$ cat config.mk
export PLATFORM = sky130hd
export DESIGN_NAME = pdc_top
export DESIGN_NICKNAME = d
export VERILOG_FILES = /design/src/pdc_pkg.sv /design/src/pdc_div_decode.sv /design/src/pdc_top.sv
export VERILOG_INCLUDE_DIRS = /design/src
export SDC_FILE = /design/constraint.sdc
export NUM_CORES = 1
export LEC_CHECK = 0
export BUFFER_PORTS_ARGS = -buffer_cell sky130_fd_sc_hd__buf_4
export CELL_PAD_IN_SITES_DETAIL_PLACEMENT = 0
export CELL_PAD_IN_SITES_GLOBAL_PLACEMENT = 1
export CORE_MARGIN = 4
export CORE_UTILIZATION = 36
export DETAILED_ROUTE_END_ITERATION = 7
export PLACE_DENSITY_LB_ADDON = 0.1
export RECOVER_POWER = 50
export SYNTH_ARGS = -nofsm -noshare
export SYNTH_HDL_FRONTEND = slang
export SYNTH_SLANG_ARGS = --single-unit
$ cat constraint.sdc
create_clock -name aclk -period 7 [get_ports aclk]
set_clock_uncertainty 0.2 [all_clocks]
set_input_delay 1.75 -clock aclk [delete_from_list [all_inputs] [get_ports aclk]]
set_output_delay 1.75 -clock aclk [all_outputs]
set_load 0.02 [all_outputs]
$ cat src/pdc_cfg.svh
// constants for the divider configuration block
`ifndef PDC_CFG_SVH
`define PDC_CFG_SVH

// register indices; byte address is four times the index
`define PDC_IDX_L1_REF      8'h34
`define PDC_IDX_L1_FB       8'h35
`define PDC_IDX_L2_REF      8'h36
`define PDC_IDX_L2_FB       8'h37
`define PDC_IDX_L1_CTL      8'h38

// field positions
`define PDC_REF_MSB         2
`define PDC_REF_LSB         0
`define PDC_FB_MSB          4
`define PDC_FB_LSB          0
`define PDC_POST_MSB        4
`define PDC_POST_LSB        2

// reset values
`define PDC_REF_RST         3'h0
`define PDC_FB_RST          5'h00
`define PDC_POST_RST        3'h7

// post divider: codes below this share the smallest ratio
`define PDC_POST_LOW_CODE   3'h2
`define PDC_POST_LOW_RATIO  4'h2

// bus responses
`define PDC_RESP_OKAY       2'h0
`define PDC_RESP_SLVERR     2'h2

`endif

$ cat src/pdc_pkg.sv
// types of the divider configuration block
`default_nettype none
package pdc_pkg;

    typedef enum logic [2:0] {
        PDC_SEL_NONE   = 3'b000,
        PDC_SEL_L1_REF = 3'b001,
        PDC_SEL_L1_FB  = 3'b010,
        PDC_SEL_L2_REF = 3'b011,
        PDC_SEL_L2_FB  = 3'b100,
        PDC_SEL_L1_CTL = 3'b101
    } pdc_sel_t;

    typedef enum logic [0:0] {
        PDC_WR_IDLE = 1'b0,
        PDC_WR_RESP = 1'b1
    } pdc_wr_t;

    typedef enum logic [0:0] {
        PDC_RD_IDLE = 1'b0,
        PDC_RD_RESP = 1'b1
    } pdc_rd_t;

    typedef struct packed {
        logic [2:0] l1_ref;
        logic [4:0] l1_fb;
        logic [2:0] l2_ref;
        logic [4:0] l2_fb;
        logic [2:0] l1_post;
    } pdc_regs_t;

endpackage : pdc_pkg
`default_nettype wire

$ cat src/pdc_div_decode.sv
// decodes one divide code into bypass flag and ratio
`default_nettype none
module pdc_div_decode #(
    parameter int CODE_W  = 5,
    parameter int RATIO_W = 6
) (
    input  wire logic [CODE_W-1:0]  code,
    output logic                    bypass,
    output logic [RATIO_W-1:0]      ratio
);

    always_comb
    begin
        // code zero bypasses, so it passes the clock at ratio one
        bypass = (code == '0);
        ratio  = RATIO_W'(code) + RATIO_W'(1);
    end

endmodule : pdc_div_decode
`default_nettype wire

$ cat src/pdc_top.sv
// divider configuration registers behind an axi4-lite slave
// Operation
// - loop1 reference code bits 2:0, reset 0; 0 bypass, n divides by n+1.
// - loop1 second code bits 4:0, reset 0; 0 bypass, n divides by n+1.
// - loop2 reference code bits 2:0, reset 0; 0 bypass, n divides by n+1.
// - loop2 second code bits 4:0, reset 0; 0 bypass, n divides by n+1.
// - loop1 post select bits 4:2, reset 7; codes 0,1 give 2, else code+1.
`include "pdc_cfg.svh"
`default_nettype none
module pdc_top #(
    parameter int ADDR_W  = 12,
    parameter int RATIO_W = 6
) (
    input  wire logic                aclk,
    input  wire logic                aresetn,
    input  wire logic [ADDR_W-1:0]   s_axi_awaddr,
    input  wire logic [2:0]          s_axi_awprot,
    input  wire logic                s_axi_awvalid,
    output logic                     s_axi_awready,
    input  wire logic [31:0]         s_axi_wdata,
    input  wire logic [3:0]          s_axi_wstrb,
    input  wire logic                s_axi_wvalid,
    output logic                     s_axi_wready,
    output logic [1:0]               s_axi_bresp,
    output logic                     s_axi_bvalid,
    input  wire logic                s_axi_bready,
    input  wire logic [ADDR_W-1:0]   s_axi_araddr,
    input  wire logic [2:0]          s_axi_arprot,
    input  wire logic                s_axi_arvalid,
    output logic                     s_axi_arready,
    output logic [31:0]              s_axi_rdata,
    output logic [1:0]               s_axi_rresp,
    output logic                     s_axi_rvalid,
    input  wire logic                s_axi_rready,
    output logic [2:0]               loop1_ref_divide_code,
    output logic [4:0]               loop1_second_divide_code,
    output logic [2:0]               loop2_ref_divide_code,
    output logic [4:0]               loop2_second_divide_code,
    output logic [2:0]               loop1_post_divide_select,
    output logic                     loop1_ref_bypass,
    output logic                     loop1_second_bypass,
    output logic                     loop2_ref_bypass,
    output logic                     loop2_second_bypass,
    output logic [RATIO_W-1:0]       loop1_ref_ratio,
    output logic [RATIO_W-1:0]       loop1_second_ratio,
    output logic [RATIO_W-1:0]       loop2_ref_ratio,
    output logic [RATIO_W-1:0]       loop2_second_ratio,
    output logic [3:0]               loop1_post_ratio
);
    import pdc_pkg::*;

    localparam int NDIV = 4;

    typedef struct packed {
        pdc_regs_t                      regs;
        pdc_wr_t                        wr_state;
        pdc_rd_t                        rd_state;
        logic                           aw_held;
        logic                           w_held;
        pdc_sel_t                       aw_sel;
        logic [7:0]                     wbyte;
        logic                           wlane0;
        logic [1:0]                     bresp;
        logic [31:0]                    rdata;
        logic [1:0]                     rresp;
        logic [NDIV-1:0]                bypass;
        logic [NDIV-1:0][RATIO_W-1:0]   ratio;
        logic [3:0]                     post_ratio;
    } pdc_state_t;

    pdc_state_t                     s;
    pdc_state_t                     next_s;
    logic [NDIV-1:0][4:0]           dec_code;
    logic [NDIV-1:0]                dec_bypass;
    logic [NDIV-1:0][RATIO_W-1:0]   dec_ratio;
    logic                           aw_take;
    logic                           w_take;
    logic                           ar_take;
    pdc_sel_t                       wr_sel;
    pdc_sel_t                       rd_sel;
    logic [7:0]                     wr_byte;
    logic                           wr_lane0;

    // low two address bits are ignored; any upper bits set means unmapped
    function automatic pdc_sel_t pdc_decode(input logic [ADDR_W-1:0] addr);
        logic [ADDR_W-1:0] idx;
        pdc_sel_t          sel;
        idx = addr >> 2;
        sel = PDC_SEL_NONE;
        if (idx == ADDR_W'(`PDC_IDX_L1_REF))
            sel = PDC_SEL_L1_REF;
        else if (idx == ADDR_W'(`PDC_IDX_L1_FB))
            sel = PDC_SEL_L1_FB;
        else if (idx == ADDR_W'(`PDC_IDX_L2_REF))
            sel = PDC_SEL_L2_REF;
        else if (idx == ADDR_W'(`PDC_IDX_L2_FB))
            sel = PDC_SEL_L2_FB;
        else if (idx == ADDR_W'(`PDC_IDX_L1_CTL))
            sel = PDC_SEL_L1_CTL;
        return sel;
    endfunction : pdc_decode

    // reserved bits are simply not stored, so they read back as zero
    function automatic logic [31:0] pdc_read(input pdc_sel_t sel, input pdc_regs_t r);
        logic [31:0] word;
        word = 32'h0000_0000;
        case (sel)
            PDC_SEL_L1_REF: word = 32'(r.l1_ref);
            PDC_SEL_L1_FB:  word = 32'(r.l1_fb);
            PDC_SEL_L2_REF: word = 32'(r.l2_ref);
            PDC_SEL_L2_FB:  word = 32'(r.l2_fb);
            PDC_SEL_L1_CTL: word = 32'({r.l1_post, 2'h0});
            default:        word = 32'h0000_0000;
        endcase
        return word;
    endfunction : pdc_read

    assign dec_code[0] = 5'(s.regs.l1_ref);
    assign dec_code[1] = s.regs.l1_fb;
    assign dec_code[2] = 5'(s.regs.l2_ref);
    assign dec_code[3] = s.regs.l2_fb;

    // one decoder per reference and second divider; reference codes are zero-extended
    generate
        for (genvar i = 0; i < NDIV; i++)
        begin : g_div
            pdc_div_decode #(
                .CODE_W  (5),
                .RATIO_W (RATIO_W)
            ) u_dec (
                .code    (dec_code[i]),
                .bypass  (dec_bypass[i]),
                .ratio   (dec_ratio[i])
            );
        end
    endgenerate

    // a channel is refused while its payload is held or a response is pending
    assign s_axi_awready = !s.aw_held && (s.wr_state == PDC_WR_IDLE);
    assign s_axi_wready  = !s.w_held && (s.wr_state == PDC_WR_IDLE);
    assign s_axi_arready = (s.rd_state == PDC_RD_IDLE);
    assign aw_take       = s_axi_awvalid && s_axi_awready;
    assign w_take        = s_axi_wvalid && s_axi_wready;
    assign ar_take       = s_axi_arvalid && s_axi_arready;
    assign wr_sel        = aw_take ? pdc_decode(s_axi_awaddr) : s.aw_sel;
    assign wr_byte       = w_take ? s_axi_wdata[7:0] : s.wbyte;
    assign wr_lane0      = w_take ? s_axi_wstrb[0] : s.wlane0;
    assign rd_sel        = pdc_decode(s_axi_araddr);

    always_comb
    begin
        next_s = s;

        // hold whichever half arrives first until the other one comes
        if (aw_take)
        begin
            next_s.aw_held = 1'b1;
            next_s.aw_sel  = wr_sel;
        end
        if (w_take)
        begin
            next_s.w_held = 1'b1;
            next_s.wbyte  = wr_byte;
            next_s.wlane0 = wr_lane0;
        end

        case (s.wr_state)
            PDC_WR_IDLE:
            begin
                if ((s.aw_held || aw_take) && (s.w_held || w_take))
                begin
                    next_s.aw_held  = 1'b0;
                    next_s.w_held   = 1'b0;
                    next_s.wr_state = PDC_WR_RESP;
                    next_s.bresp    = (wr_sel == PDC_SEL_NONE) ?
                                      `PDC_RESP_SLVERR : `PDC_RESP_OKAY;
                    // only lane 0 carries register bits; upper lanes are reserved
                    if (wr_lane0)
                    begin
                        case (wr_sel)
                            PDC_SEL_L1_REF:
                                next_s.regs.l1_ref =
                                    wr_byte[`PDC_REF_MSB:`PDC_REF_LSB];
                            PDC_SEL_L1_FB:
                                next_s.regs.l1_fb =
                                    wr_byte[`PDC_FB_MSB:`PDC_FB_LSB];
                            PDC_SEL_L2_REF:
                                next_s.regs.l2_ref =
                                    wr_byte[`PDC_REF_MSB:`PDC_REF_LSB];
                            PDC_SEL_L2_FB:
                                next_s.regs.l2_fb =
                                    wr_byte[`PDC_FB_MSB:`PDC_FB_LSB];
                            PDC_SEL_L1_CTL:
                                next_s.regs.l1_post =
                                    wr_byte[`PDC_POST_MSB:`PDC_POST_LSB];
                            default:
                                next_s.regs = s.regs;
                        endcase
                    end
                end
            end
            PDC_WR_RESP:
            begin
                if (s_axi_bready)
                    next_s.wr_state = PDC_WR_IDLE;
            end
            default:
                next_s.wr_state = PDC_WR_IDLE;
        endcase

        case (s.rd_state)
            PDC_RD_IDLE:
            begin
                if (ar_take)
                begin
                    next_s.rd_state = PDC_RD_RESP;
                    next_s.rdata    = pdc_read(rd_sel, s.regs);
                    next_s.rresp    = (rd_sel == PDC_SEL_NONE) ?
                                      `PDC_RESP_SLVERR : `PDC_RESP_OKAY;
                end
            end
            PDC_RD_RESP:
            begin
                if (s_axi_rready)
                    next_s.rd_state = PDC_RD_IDLE;
            end
            default:
                next_s.rd_state = PDC_RD_IDLE;
        endcase

        // ratio outputs are registered, so they trail a register write by one cycle
        next_s.bypass = dec_bypass;
        next_s.ratio  = dec_ratio;
        if (s.regs.l1_post < `PDC_POST_LOW_CODE)
            next_s.post_ratio = `PDC_POST_LOW_RATIO;
        else
            next_s.post_ratio = 4'(s.regs.l1_post) + 4'h1;

        if (!aresetn)
        begin
            next_s              = '0;
            next_s.regs.l1_ref  = `PDC_REF_RST;
            next_s.regs.l1_fb   = `PDC_FB_RST;
            next_s.regs.l2_ref  = `PDC_REF_RST;
            next_s.regs.l2_fb   = `PDC_FB_RST;
            next_s.regs.l1_post = `PDC_POST_RST;
            next_s.wr_state     = PDC_WR_IDLE;
            next_s.rd_state     = PDC_RD_IDLE;
            next_s.aw_sel       = PDC_SEL_NONE;
            next_s.bypass       = '1;
            next_s.ratio        = {NDIV{RATIO_W'(1)}};
            next_s.post_ratio   = 4'h8;
        end
    end

    always_ff @(posedge aclk)
    begin
        s <= next_s;
    end

    assign s_axi_bvalid             = (s.wr_state == PDC_WR_RESP);
    assign s_axi_bresp              = s.bresp;
    assign s_axi_rvalid             = (s.rd_state == PDC_RD_RESP);
    assign s_axi_rdata              = s.rdata;
    assign s_axi_rresp              = s.rresp;
    assign loop1_ref_divide_code    = s.regs.l1_ref;
    assign loop1_second_divide_code = s.regs.l1_fb;
    assign loop2_ref_divide_code    = s.regs.l2_ref;
    assign loop2_second_divide_code = s.regs.l2_fb;
    assign loop1_post_divide_select = s.regs.l1_post;
    assign loop1_ref_bypass         = s.bypass[0];
    assign loop1_second_bypass      = s.bypass[1];
    assign loop2_ref_bypass         = s.bypass[2];
    assign loop2_second_bypass      = s.bypass[3];
    assign loop1_ref_ratio          = s.ratio[0];
    assign loop1_second_ratio       = s.ratio[1];
    assign loop2_ref_ratio          = s.ratio[2];
    assign loop2_second_ratio       = s.ratio[3];
    assign loop1_post_ratio         = s.post_ratio;

endmodule : pdc_top
`default_nettype wire

==> report_table.html, run 1 <==
<table>
<tr><th>Metric</th><th>Value</th></tr>
<tr><th colspan="2">CTS</th></tr>
<tr><td>Maximum clock path buffer count</td><td>2</td></tr>
<tr><td>Root buffer selected by CTS</td><td>clkbuf_8</td></tr>
<tr><td>TritonCTS buffer count</td><td>9</td></tr>
<tr><td>Post-cts gate resize count</td><td>0</td></tr>
<tr><td>Number of H-tree levels</td><td>3</td></tr>
<tr><td>Post CTS Setup Buffer Count</td><td>0</td></tr>
<tr><td>Clk_lat worst skew</td><td>0.33 ns</td></tr>
<tr><td>Number of hold buffers added after CTS</td><td>0</td></tr>
<tr><td>Clock-pin slew of the registers on the worst-case setup and hold paths</td><td>around 0.070 ns</td></tr>
<tr><td>Clk sink count</td><td>67</td></tr>
<tr><td>Clock tree from TritonCTS</td><td>built</td></tr>
<tr><th colspan="2">Critical path</th></tr>
<tr><td>Critical Path Source Type</td><td>input pin</td></tr>
<tr><td>Crit Path Category</td><td>in2reg</td></tr>
<tr><td>Sort of element at the end of the critical path</td><td>flop</td></tr>
<tr><td>Worst endpoint required time</td><td>7.03 ns</td></tr>
<tr><td>Max Fanout on Critical Path</td><td>39</td></tr>
<tr><td>Arrival @ worst endpoint</td><td>3.92 ns</td></tr>
<tr><th colspan="2">Synth</th></tr>
<tr><td>Proportion of synthesized area in mux cells</td><td>0.104</td></tr>
<tr><td>Post-synthesis share of cell area spent on xor and xnor gates</td><td>0.0229</td></tr>
<tr><td>Number of enable flip-flop cells after synthesis</td><td>0</td></tr>
<tr><td>Cell area after synthesis</td><td>3440 sq um</td></tr>
<tr><td>#FFs+latches synth</td><td>67</td></tr>
<tr><td>Share of flip-flops with an asynchronous set or reset after synthesis</td><td>0</td></tr>
<tr><td>Synth warn</td><td>0</td></tr>
<tr><td>Largest family of logic cells by synthesized area</td><td>buffers and inverters</td></tr>
<tr><td>Average cell area after synthesis</td><td>~9.4 sq um</td></tr>
<tr><td>Post-Syn Instances</td><td>368</td></tr>
<tr><td>Simple-Gate Fraction of Synth Area</td><td>0.175</td></tr>
<tr><td>Synth Area in Compound Gates</td><td>0.0564</td></tr>
<tr><td>Sequential-to-total area share from yosys stat</td><td>0.390</td></tr>
<tr><td>Adder and majority gate portion of the synthesized area</td><td>0.0327</td></tr>
<tr><td>Most used flip-flop cell after synthesis</td><td>dfxtp_1</td></tr>
<tr><td>Number of library cell types mapped by synthesis</td><td>48</td></tr>
<tr><th colspan="2">Placement</th></tr>
<tr><td>Global placer's final weighted congestion</td><td>between 0.7 and 0.8</td></tr>
<tr><td>Cell Area, Placed</td><td>3730 sq um</td></tr>
<tr><td>Post-DP HPWL</td><td>5450 microns</td></tr>
<tr><td>I/O Buffers</td><td>91</td></tr>
<tr><td>Setup Slack @ Placement</td><td>approximately 3.1 ns</td></tr>
<tr><th colspan="2">Timing</th></tr>
<tr><td>RSZ-0062 raised after global routing</td><td>false</td></tr>
<tr><td>Peak Freq</td><td>257 MHz</td></tr>
<tr><td>Final hold vios</td><td>0</td></tr>
<tr><td>Pins over their slew limit</td><td>40</td></tr>
<tr><td>Part of the cycle the worst path needs</td><td>0.556</td></tr>
<tr><td>Worst hold slack across all endpoints</td><td>roughly 0.26 ns</td></tr>
<tr><td>Worst Tran Pin Value</td><td>1.70 ns</td></tr>
<tr><td>Setup violators final</td><td>0</td></tr>
<tr><td>Worst max-slew margin expressed relative to the limit</td><td>-0.133</td></tr>
<tr><td>Post-route setup slack</td><td>3.11 ns</td></tr>
<tr><td>Post-route minimum period</td><td>around 3.9 ns</td></tr>
<tr><td>Sum Neg Setup Slack</td><td>0 ns</td></tr>
<tr><th colspan="2">Floorplan</th></tr>
<tr><td>Die Ht</td><td>106 microns</td></tr>
<tr><td>Placeable Area</td><td>9280 sq um</td></tr>
<tr><td>Number of core rows</td><td>35</td></tr>
<tr><td>Total Die Area</td><td>11,200 sq um</td></tr>
<tr><td>Starting Density</td><td>0.371</td></tr>
<tr><td>Number of top-level pins</td><td>165</td></tr>
<tr><td>Die X</td><td>106 microns</td></tr>
<tr><th colspan="2">Finish</th></tr>
<tr><td>Count of antenna diodes in the layout</td><td>0</td></tr>
<tr><td>Post-route design area</td><td>approximately 3800 sq um</td></tr>
<tr><td>Fill cell instance count of the final layout</td><td>993</td></tr>
<tr><td>Layout cell share with drive strength beyond 1</td><td>0.242</td></tr>
<tr><td>Area added between synthesis and finish</td><td>10.8%</td></tr>
<tr><td>Net count of the finished layout</td><td>491</td></tr>
<tr><th colspan="2">Pwr</th></tr>
<tr><td>VDD IR max</td><td>between 0.09 and 0.1 mV</td></tr>
<tr><td>PwrDens</td><td>206 nW/um^2</td></tr>
<tr><td>Total power</td><td>0.784 mW</td></tr>
<tr><td>Leakage</td><td>1.76 nW</td></tr>
<tr><th colspan="2">Drt</th></tr>
<tr><td>Via count of the routed design</td><td>2,318</td></tr>
<tr><td>DRC violations left</td><td>0</td></tr>
<tr><td>Routed wire length</td><td>around 7300 microns</td></tr>
<tr><td>Count of antenna-violating nets left after detailed routing</td><td>0</td></tr>
<tr><td>Detailed-route wire length per cell</td><td>roughly 14 microns</td></tr>
<tr><td>Number of vias per cell</td><td>4.27</td></tr>
<tr><td>Detailed Routing Iterations Pass 1</td><td>4</td></tr>
<tr><td>Starting DRT DRC Count</td><td>89</td></tr>
<tr><th colspan="2">Global routing</th></tr>
<tr><td>Met3 track utilization from global routing</td><td>0.0367</td></tr>
<tr><td>Global route total overflow</td><td>0</td></tr>
<tr><td>Met1 Usage GRT</td><td>0.181</td></tr>
<tr><td>Global-route wire length before repair</td><td>11,800 microns</td></tr>
<tr><td>Largest net degree at the start of global routing</td><td>40</td></tr>
<tr><td>M2 GR Usage</td><td>0.201</td></tr>
<tr><td>Antenna violations before repair</td><td>0</td></tr>
<tr><td>Vias in the first global route</td><td>between 2,000 and 2,500</td></tr>
<tr><td>GRT Util Overall</td><td>0.133</td></tr>
<tr><td>Busiest layer in global routing</td><td>met2</td></tr>
<tr><th colspan="2">Job</th></tr>
<tr><td>Max cap viols</td><td>1</td></tr>
<tr><th colspan="2">Run status</th></tr>
<tr><td>Outcome</td><td>finished with violations</td></tr>
<tr><td>Violations in the final reports</td><td>max-capacitance violations, max-slew violations</td></tr>
<tr><th colspan="2">Min path</th></tr>
<tr><td>Class of the worst hold path</td><td>reg2reg</td></tr>
</table>
==> cells by family (layout without fill, tap and decap cells) <==
group                      Yosys count  count (layout)
and+or+nand+nor                    113             113
buffers and inverters              113             127
DFF                                 67              67
muxes                               30              30
AOI/OAI and AO/OA                   26              26
adders and majority gates            9               9
xor gates and xnor gates             9               9
other                                1              33
==> Yosys cell counts, types with 3 or more instances <==
cell type	count	share of area
nand2_1	34	0.037
nand2b_1	7	0.013
dfxtp_1	67	0.39
nor2_1	34	0.037
nand3_1	7	0.010
nand4_1	6	0.011
mux2_4	3	0.013
mux2i_1	19	0.055
xnor2_1	5	0.013
o21ai_0	5	0.0073
ha_1	9	0.033
buf_4	83	0.18
a21oi_1	6	0.0087
xor2_1	4	0.010
clkbuf_1	9	0.0098
inv_1	19	0.021
and2_1	6	0.011
mux2_2	5	0.016
mux4_2	3	0.020
==> area by class of cell <==
class,count,area (sq um),area share
Timing Repair Buffer,92,582,0.153
Multi-Input combinational cell,220,1470,0.385
Sequential cell,67,1340,0.352
Tap cell,129,161,0.0423
Clock buffer,14,153,0.0400
Clock inverter,2,35.0,0.00919
Inverter,19,71.3,0.0187
==> worst paths after layout <==
kind                                       to  slack (ns)           start  cells after the start
setup reg to reg  loop1_post_divide_select[1]        4.65    s_axi_bvalid                      5
setup / recovery                 s_axi_rvalid        3.11         aresetn                      4
hold reg to reg                s_axi_rdata[1]        0.26  s_axi_rdata[1]                      2
hold / removal                 s_axi_rdata[1]        0.26  s_axi_rdata[1]                      2
==> report_power, final <==
part | internal, mW | leakage, nW | switching, mW
clock network | 0.175 | 0.0947 | 0.139
registers | 0.386 | 0.542 | 0.00400
logic | 0.0308 | 1.13 | 0.0491
==> critical path, cell delays in order <==
cell	delay, ns
clkbuf_1	1.20
inv_1	0.13
clkbuf_1	0.51
a211oi_1	0.31
==> layer usage <==
layer	wire [microns]	up-vias
met2	3200	83
li1	-	1174
met3	546	8
met5	0	-
met4	86	0
met1	3520	1053
==> cells in the final DEF (no fill, tap or decap), types with 4 or more instances in the layout <==
cell,synthesis,layout
dfxtp_1,67,67
buf_4,83,63
nor2_1,34,34
nand2_1,34,34
conb_1,1,33
clkbuf_1,9,33
inv_1,19,19
mux2i_1,19,19
clkbuf_8,0,10
ha_1,9,9
nand2b_1,7,7
nand3_1,7,7
nand4_1,6,6
a21oi_1,6,6
mux2_2,5,5
xnor2_1,5,5
o21ai_0,5,5
xor2_1,4,4
==> stage by stage <==
stage          cells  utilization
4_1_cts          543        0.422
5_1_grt          543        0.411
3_5_place_dp     527        0.402
6_report         543        0.411
2_1_floorplan    400            -
3_3_place_gp     527        0.402
==> sequential cells by signal, indices dropped and copies added, names as in the netlist, 3 cells and up <==
signal	count
s	11
loop1_second_ratio	6
loop2_second_ratio	6
loop1_second_divide_code	5
loop2_second_divide_code	5
s_axi_rdata	5
loop1_post_ratio	4
loop1_ref_ratio	4
loop2_ref_ratio	4
loop1_post_divide_select	3
loop1_ref_divide_code	3
loop2_ref_divide_code	3
(Power assumes the default switching activity.)
==> run 2: changes to the inputs <==
--- a/config.mk
+++ b/config.mk
@@ -10,7 +10,7 @@
 export CELL_PAD_IN_SITES_DETAIL_PLACEMENT = 0
 export CELL_PAD_IN_SITES_GLOBAL_PLACEMENT = 1
 export CORE_MARGIN = 4
-export CORE_UTILIZATION = 36
+export CORE_UTILIZATION = 30
 export DETAILED_ROUTE_END_ITERATION = 7
 export PLACE_DENSITY_LB_ADDON = 0.1
 export RECOVER_POWER = 50
==> constraint.sdc (replaced) <==
create_clock -name aclk -period 3.4 [get_ports aclk]
set_clock_uncertainty 0.2 [all_clocks]
set_input_delay 0.85 -clock aclk [delete_from_list [all_inputs] [get_ports aclk]]
set_output_delay 0.85 -clock aclk [all_outputs]
set_load 0.02 [all_outputs]
==> run 2 against run 1 <==
Compared with the run above: the run now ends clean; first-iteration DRC count decreased by 9.0%; combinational power increased by 110%; count of clock-buffer cells in the layout fell by 2; largest cell class unchanged; sequential cell count unchanged; critical path type unchanged.
==> report_table.html, run 2 (synthesis gave the netlist of run 1 again) <==
<table>
<tr><th>Metric</th><th>Value</th></tr>
<tr><th colspan="2">Timing</th></tr>
<tr><td>Peak Freq</td><td>369 MHz</td></tr>
<tr><td>RSZ-0062 raised after global routing</td><td>false</td></tr>
<tr><td>Post-route minimum period</td><td>2.71 ns</td></tr>
<tr><td>Pins over their slew limit</td><td>0</td></tr>
<tr><td>Worst Tran Pin Value</td><td>about 1.1 ns</td></tr>
<tr><td>Final hold vios</td><td>0</td></tr>
<tr><td>Part of the cycle the worst path needs</td><td>0.797</td></tr>
<tr><td>Sum Neg Setup Slack</td><td>0 ns</td></tr>
<tr><td>Post-route setup slack</td><td>0.690 ns</td></tr>
<tr><td>Worst max-slew margin expressed relative to the limit</td><td>0.297</td></tr>
<tr><td>Setup violators final</td><td>0</td></tr>
<tr><th colspan="2">Min path</th></tr>
<tr><td>Cell count of the worst hold path</td><td>2</td></tr>
<tr><td>Startpoint of the tightest hold check path</td><td>s_axi_rdata[1]</td></tr>
<tr><td>Capture endpoint of the worst hold path</td><td>s_axi_rdata[1]</td></tr>
<tr><td>Class of the worst hold path</td><td>reg2reg</td></tr>
<tr><th colspan="2">Finish</th></tr>
<tr><td>Most frequent cells in the layout</td><td>67 x dfxtp_1, 64 x buf_4, 34 x nor2_1, 34 x nand2_1, 33 x conb_1</td></tr>
<tr><td>Most frequent standard cell in the layout excluding fill and tap cells</td><td>dfxtp_1</td></tr>
<tr><td>Area added between synthesis and finish</td><td>14.1%</td></tr>
<tr><td>Most flops, register</td><td>s</td></tr>
<tr><td>Number of flip-flops under the largest register name</td><td>11</td></tr>
<tr><td>Count of non-filler cells in the finished layout</td><td>555</td></tr>
<tr><td>Count of antenna diodes in the layout</td><td>0</td></tr>
<tr><td>Layout cell share with drive strength beyond 1</td><td>0.251</td></tr>
<tr><td>Net count of the finished layout</td><td>a little under 500</td></tr>
<tr><th colspan="2">Placement</th></tr>
<tr><td>Placed Instances</td><td>539</td></tr>
<tr><td>Global placer's final weighted congestion</td><td>0.735</td></tr>
<tr><td>Post-DP HPWL</td><td>5770 microns</td></tr>
<tr><td>Setup Slack @ Placement</td><td>0.351 ns</td></tr>
<tr><td>I/O Buffers</td><td>91</td></tr>
<tr><th colspan="2">Critical path</th></tr>
<tr><td>Startpoint of the worst-slack reg-to-reg timing path</td><td>s_axi_bvalid</td></tr>
<tr><td>Worst R2R End</td><td>loop1_post_divide_select[2]</td></tr>
<tr><td>Crit Path Category</td><td>in2reg</td></tr>
<tr><td>Sort of element at the end of the critical path</td><td>flop</td></tr>
<tr><td>Critical Path Source Type</td><td>input pin</td></tr>
<tr><td>Worst-case reg-to-reg path depth</td><td>5</td></tr>
<tr><td>Arrival @ worst endpoint</td><td>2.72 ns</td></tr>
<tr><td>Worst endpoint required time</td><td>between 3 and 4 ns</td></tr>
<tr><td>Reg-to-reg slack, setup</td><td>slightly above 1 ns</td></tr>
<tr><td>Max Fanout on Critical Path</td><td>7</td></tr>
<tr><th colspan="2">CTS</th></tr>
<tr><td>TritonCTS buffer count</td><td>9</td></tr>
<tr><td>Clk_lat worst skew</td><td>0.32 ns</td></tr>
<tr><td>Number of hold buffers added after CTS</td><td>0</td></tr>
<tr><td>Post CTS Setup Buffer Count</td><td>0</td></tr>
<tr><td>Number of H-tree levels</td><td>3</td></tr>
<tr><td>Maximum clock path buffer count</td><td>2</td></tr>
<tr><td>Root buffer selected by CTS</td><td>clkbuf_16</td></tr>
<tr><td>Clock-pin slew of the registers on the worst-case setup and hold paths</td><td>0.05 ns</td></tr>
<tr><td>Clk sink count</td><td>67</td></tr>
<tr><td>Post-cts gate resize count</td><td>0</td></tr>
<tr><td>Clock tree from TritonCTS</td><td>built</td></tr>
<tr><th colspan="2">Drt</th></tr>
<tr><td>Count of antenna-violating nets left after detailed routing</td><td>0</td></tr>
<tr><td>Number of vias per cell</td><td>4.23</td></tr>
<tr><td>Detailed Routing Iterations Pass 1</td><td>4</td></tr>
<tr><td>Routed wire length</td><td>a little under 8000 microns</td></tr>
<tr><td>DRC violations left</td><td>0</td></tr>
<tr><td>Detailed-route wire length per cell</td><td>14.0 microns</td></tr>
<tr><td>Via count of the routed design</td><td>around 2,300</td></tr>
<tr><td>Starting DRT DRC Count</td><td>between 80 and 90</td></tr>
<tr><th colspan="2">Floorplan</th></tr>
<tr><td>Die X</td><td>115 microns</td></tr>
<tr><td>Total Die Area</td><td>13,200 sq um</td></tr>
<tr><td>Number of top-level pins</td><td>165</td></tr>
<tr><td>Placeable Area</td><td>11,000 sq um</td></tr>
<tr><td>Starting Density</td><td>0.312</td></tr>
<tr><td>Die Ht</td><td>115 microns</td></tr>
<tr><td>Number of core rows</td><td>38</td></tr>
<tr><th colspan="2">Job</th></tr>
<tr><td>Max cap viols</td><td>0</td></tr>
<tr><th colspan="2">Global routing</th></tr>
<tr><td>Vias in the first global route</td><td>around 2,300</td></tr>
<tr><td>M2 GR Usage</td><td>0.179</td></tr>
<tr><td>Largest net degree at the start of global routing</td><td>40</td></tr>
<tr><td>Global-route wire length before repair</td><td>12,300 microns</td></tr>
<tr><td>Busiest layer in global routing</td><td>met2</td></tr>
<tr><td>Met3 track utilization from global routing</td><td>0.0300</td></tr>
<tr><td>Global route total overflow</td><td>0</td></tr>
<tr><td>GRT Util Overall</td><td>0.120</td></tr>
<tr><td>Antenna violations before repair</td><td>0</td></tr>
<tr><td>Met1 Usage GRT</td><td>0.164</td></tr>
<tr><th colspan="2">Pwr</th></tr>
<tr><td>PwrDens</td><td>468 nW/um^2</td></tr>
<tr><td>Leakage</td><td>1.81 nW</td></tr>
<tr><td>VDD IR max</td><td>0.184 mV</td></tr>
<tr><th colspan="2">Run status</th></tr>
<tr><td>Outcome</td><td>finished, final reports clean</td></tr>
</table>
run 2: how the worst max path moves through the flow:
stage,depth (start not counted),start,end,slack (ns)
after floorplan,5,s_axi_awaddr[3],loop1_post_divide_select[0],0.56
after global placement,6,s_axi_awaddr[3],loop1_post_divide_select[2],0.37
after detailed placement,6,s_axi_awaddr[3],loop1_post_divide_select[2],0.35
after CTS,6,s_axi_awaddr[3],loop1_post_divide_select[2],0.69
after global routing,6,s_axi_awaddr[3],loop1_post_divide_select[0],0.62
final,6,s_axi_awaddr[3],loop1_post_divide_select[2],0.69
run 2: critical path, stage by stage:
cell	delay, ns
buf_4	0.12
or3b_2	0.47
o22a_1	0.21
o31a_2	0.36
and4b_4	0.40
mux2_4	0.30
run 2: stage by stage:
step / total power [mW] / utilization / hold slack [ns] / instance area (sq um)
floorplan: 0.962 / - / 0.236 / 3560
global placement: 0.990 / 0.340 / 0.252 / 3750
detailed placement: 0.991 / 0.340 / 0.247 / 3750
CTS: 1.87 / 0.366 / 0.255 / 4040
global route: 1.93 / 0.356 / 0.275 / 3930
finish: 1.84 / 0.356 / 0.251 / 3930
run 2: metal layers:
| metal | vias up | wire length (microns) |
|---|---|---|
| li1 | 1184 | - |
| met1 | 1079 | 3670 |
| met2 | 79 | 3440 |
| met3 | 7 | 585 |
| met4 | 0 | 97 |
| met5 | - | 0 |
run 2: layout make-up:
cell class | instances | area, sq um
clock buffers | 12 | 256
well taps | 140 | 175
inverters | 19 | 71.3
fillers | 1191 | 7100
clock inverters | 4 | 25.0
multi-input cells | 220 | 1470
flip-flops and latches | 67 | 1340
repair buffers | 93 | 589
run 2: where the power goes:
part | total, mW | switching, mW | internal (mW)
registers | 0.805 | 0.00814 | 0.797
logic | 0.166 | 0.101 | 0.0651
clock network | 0.866 | 0.336 | 0.531
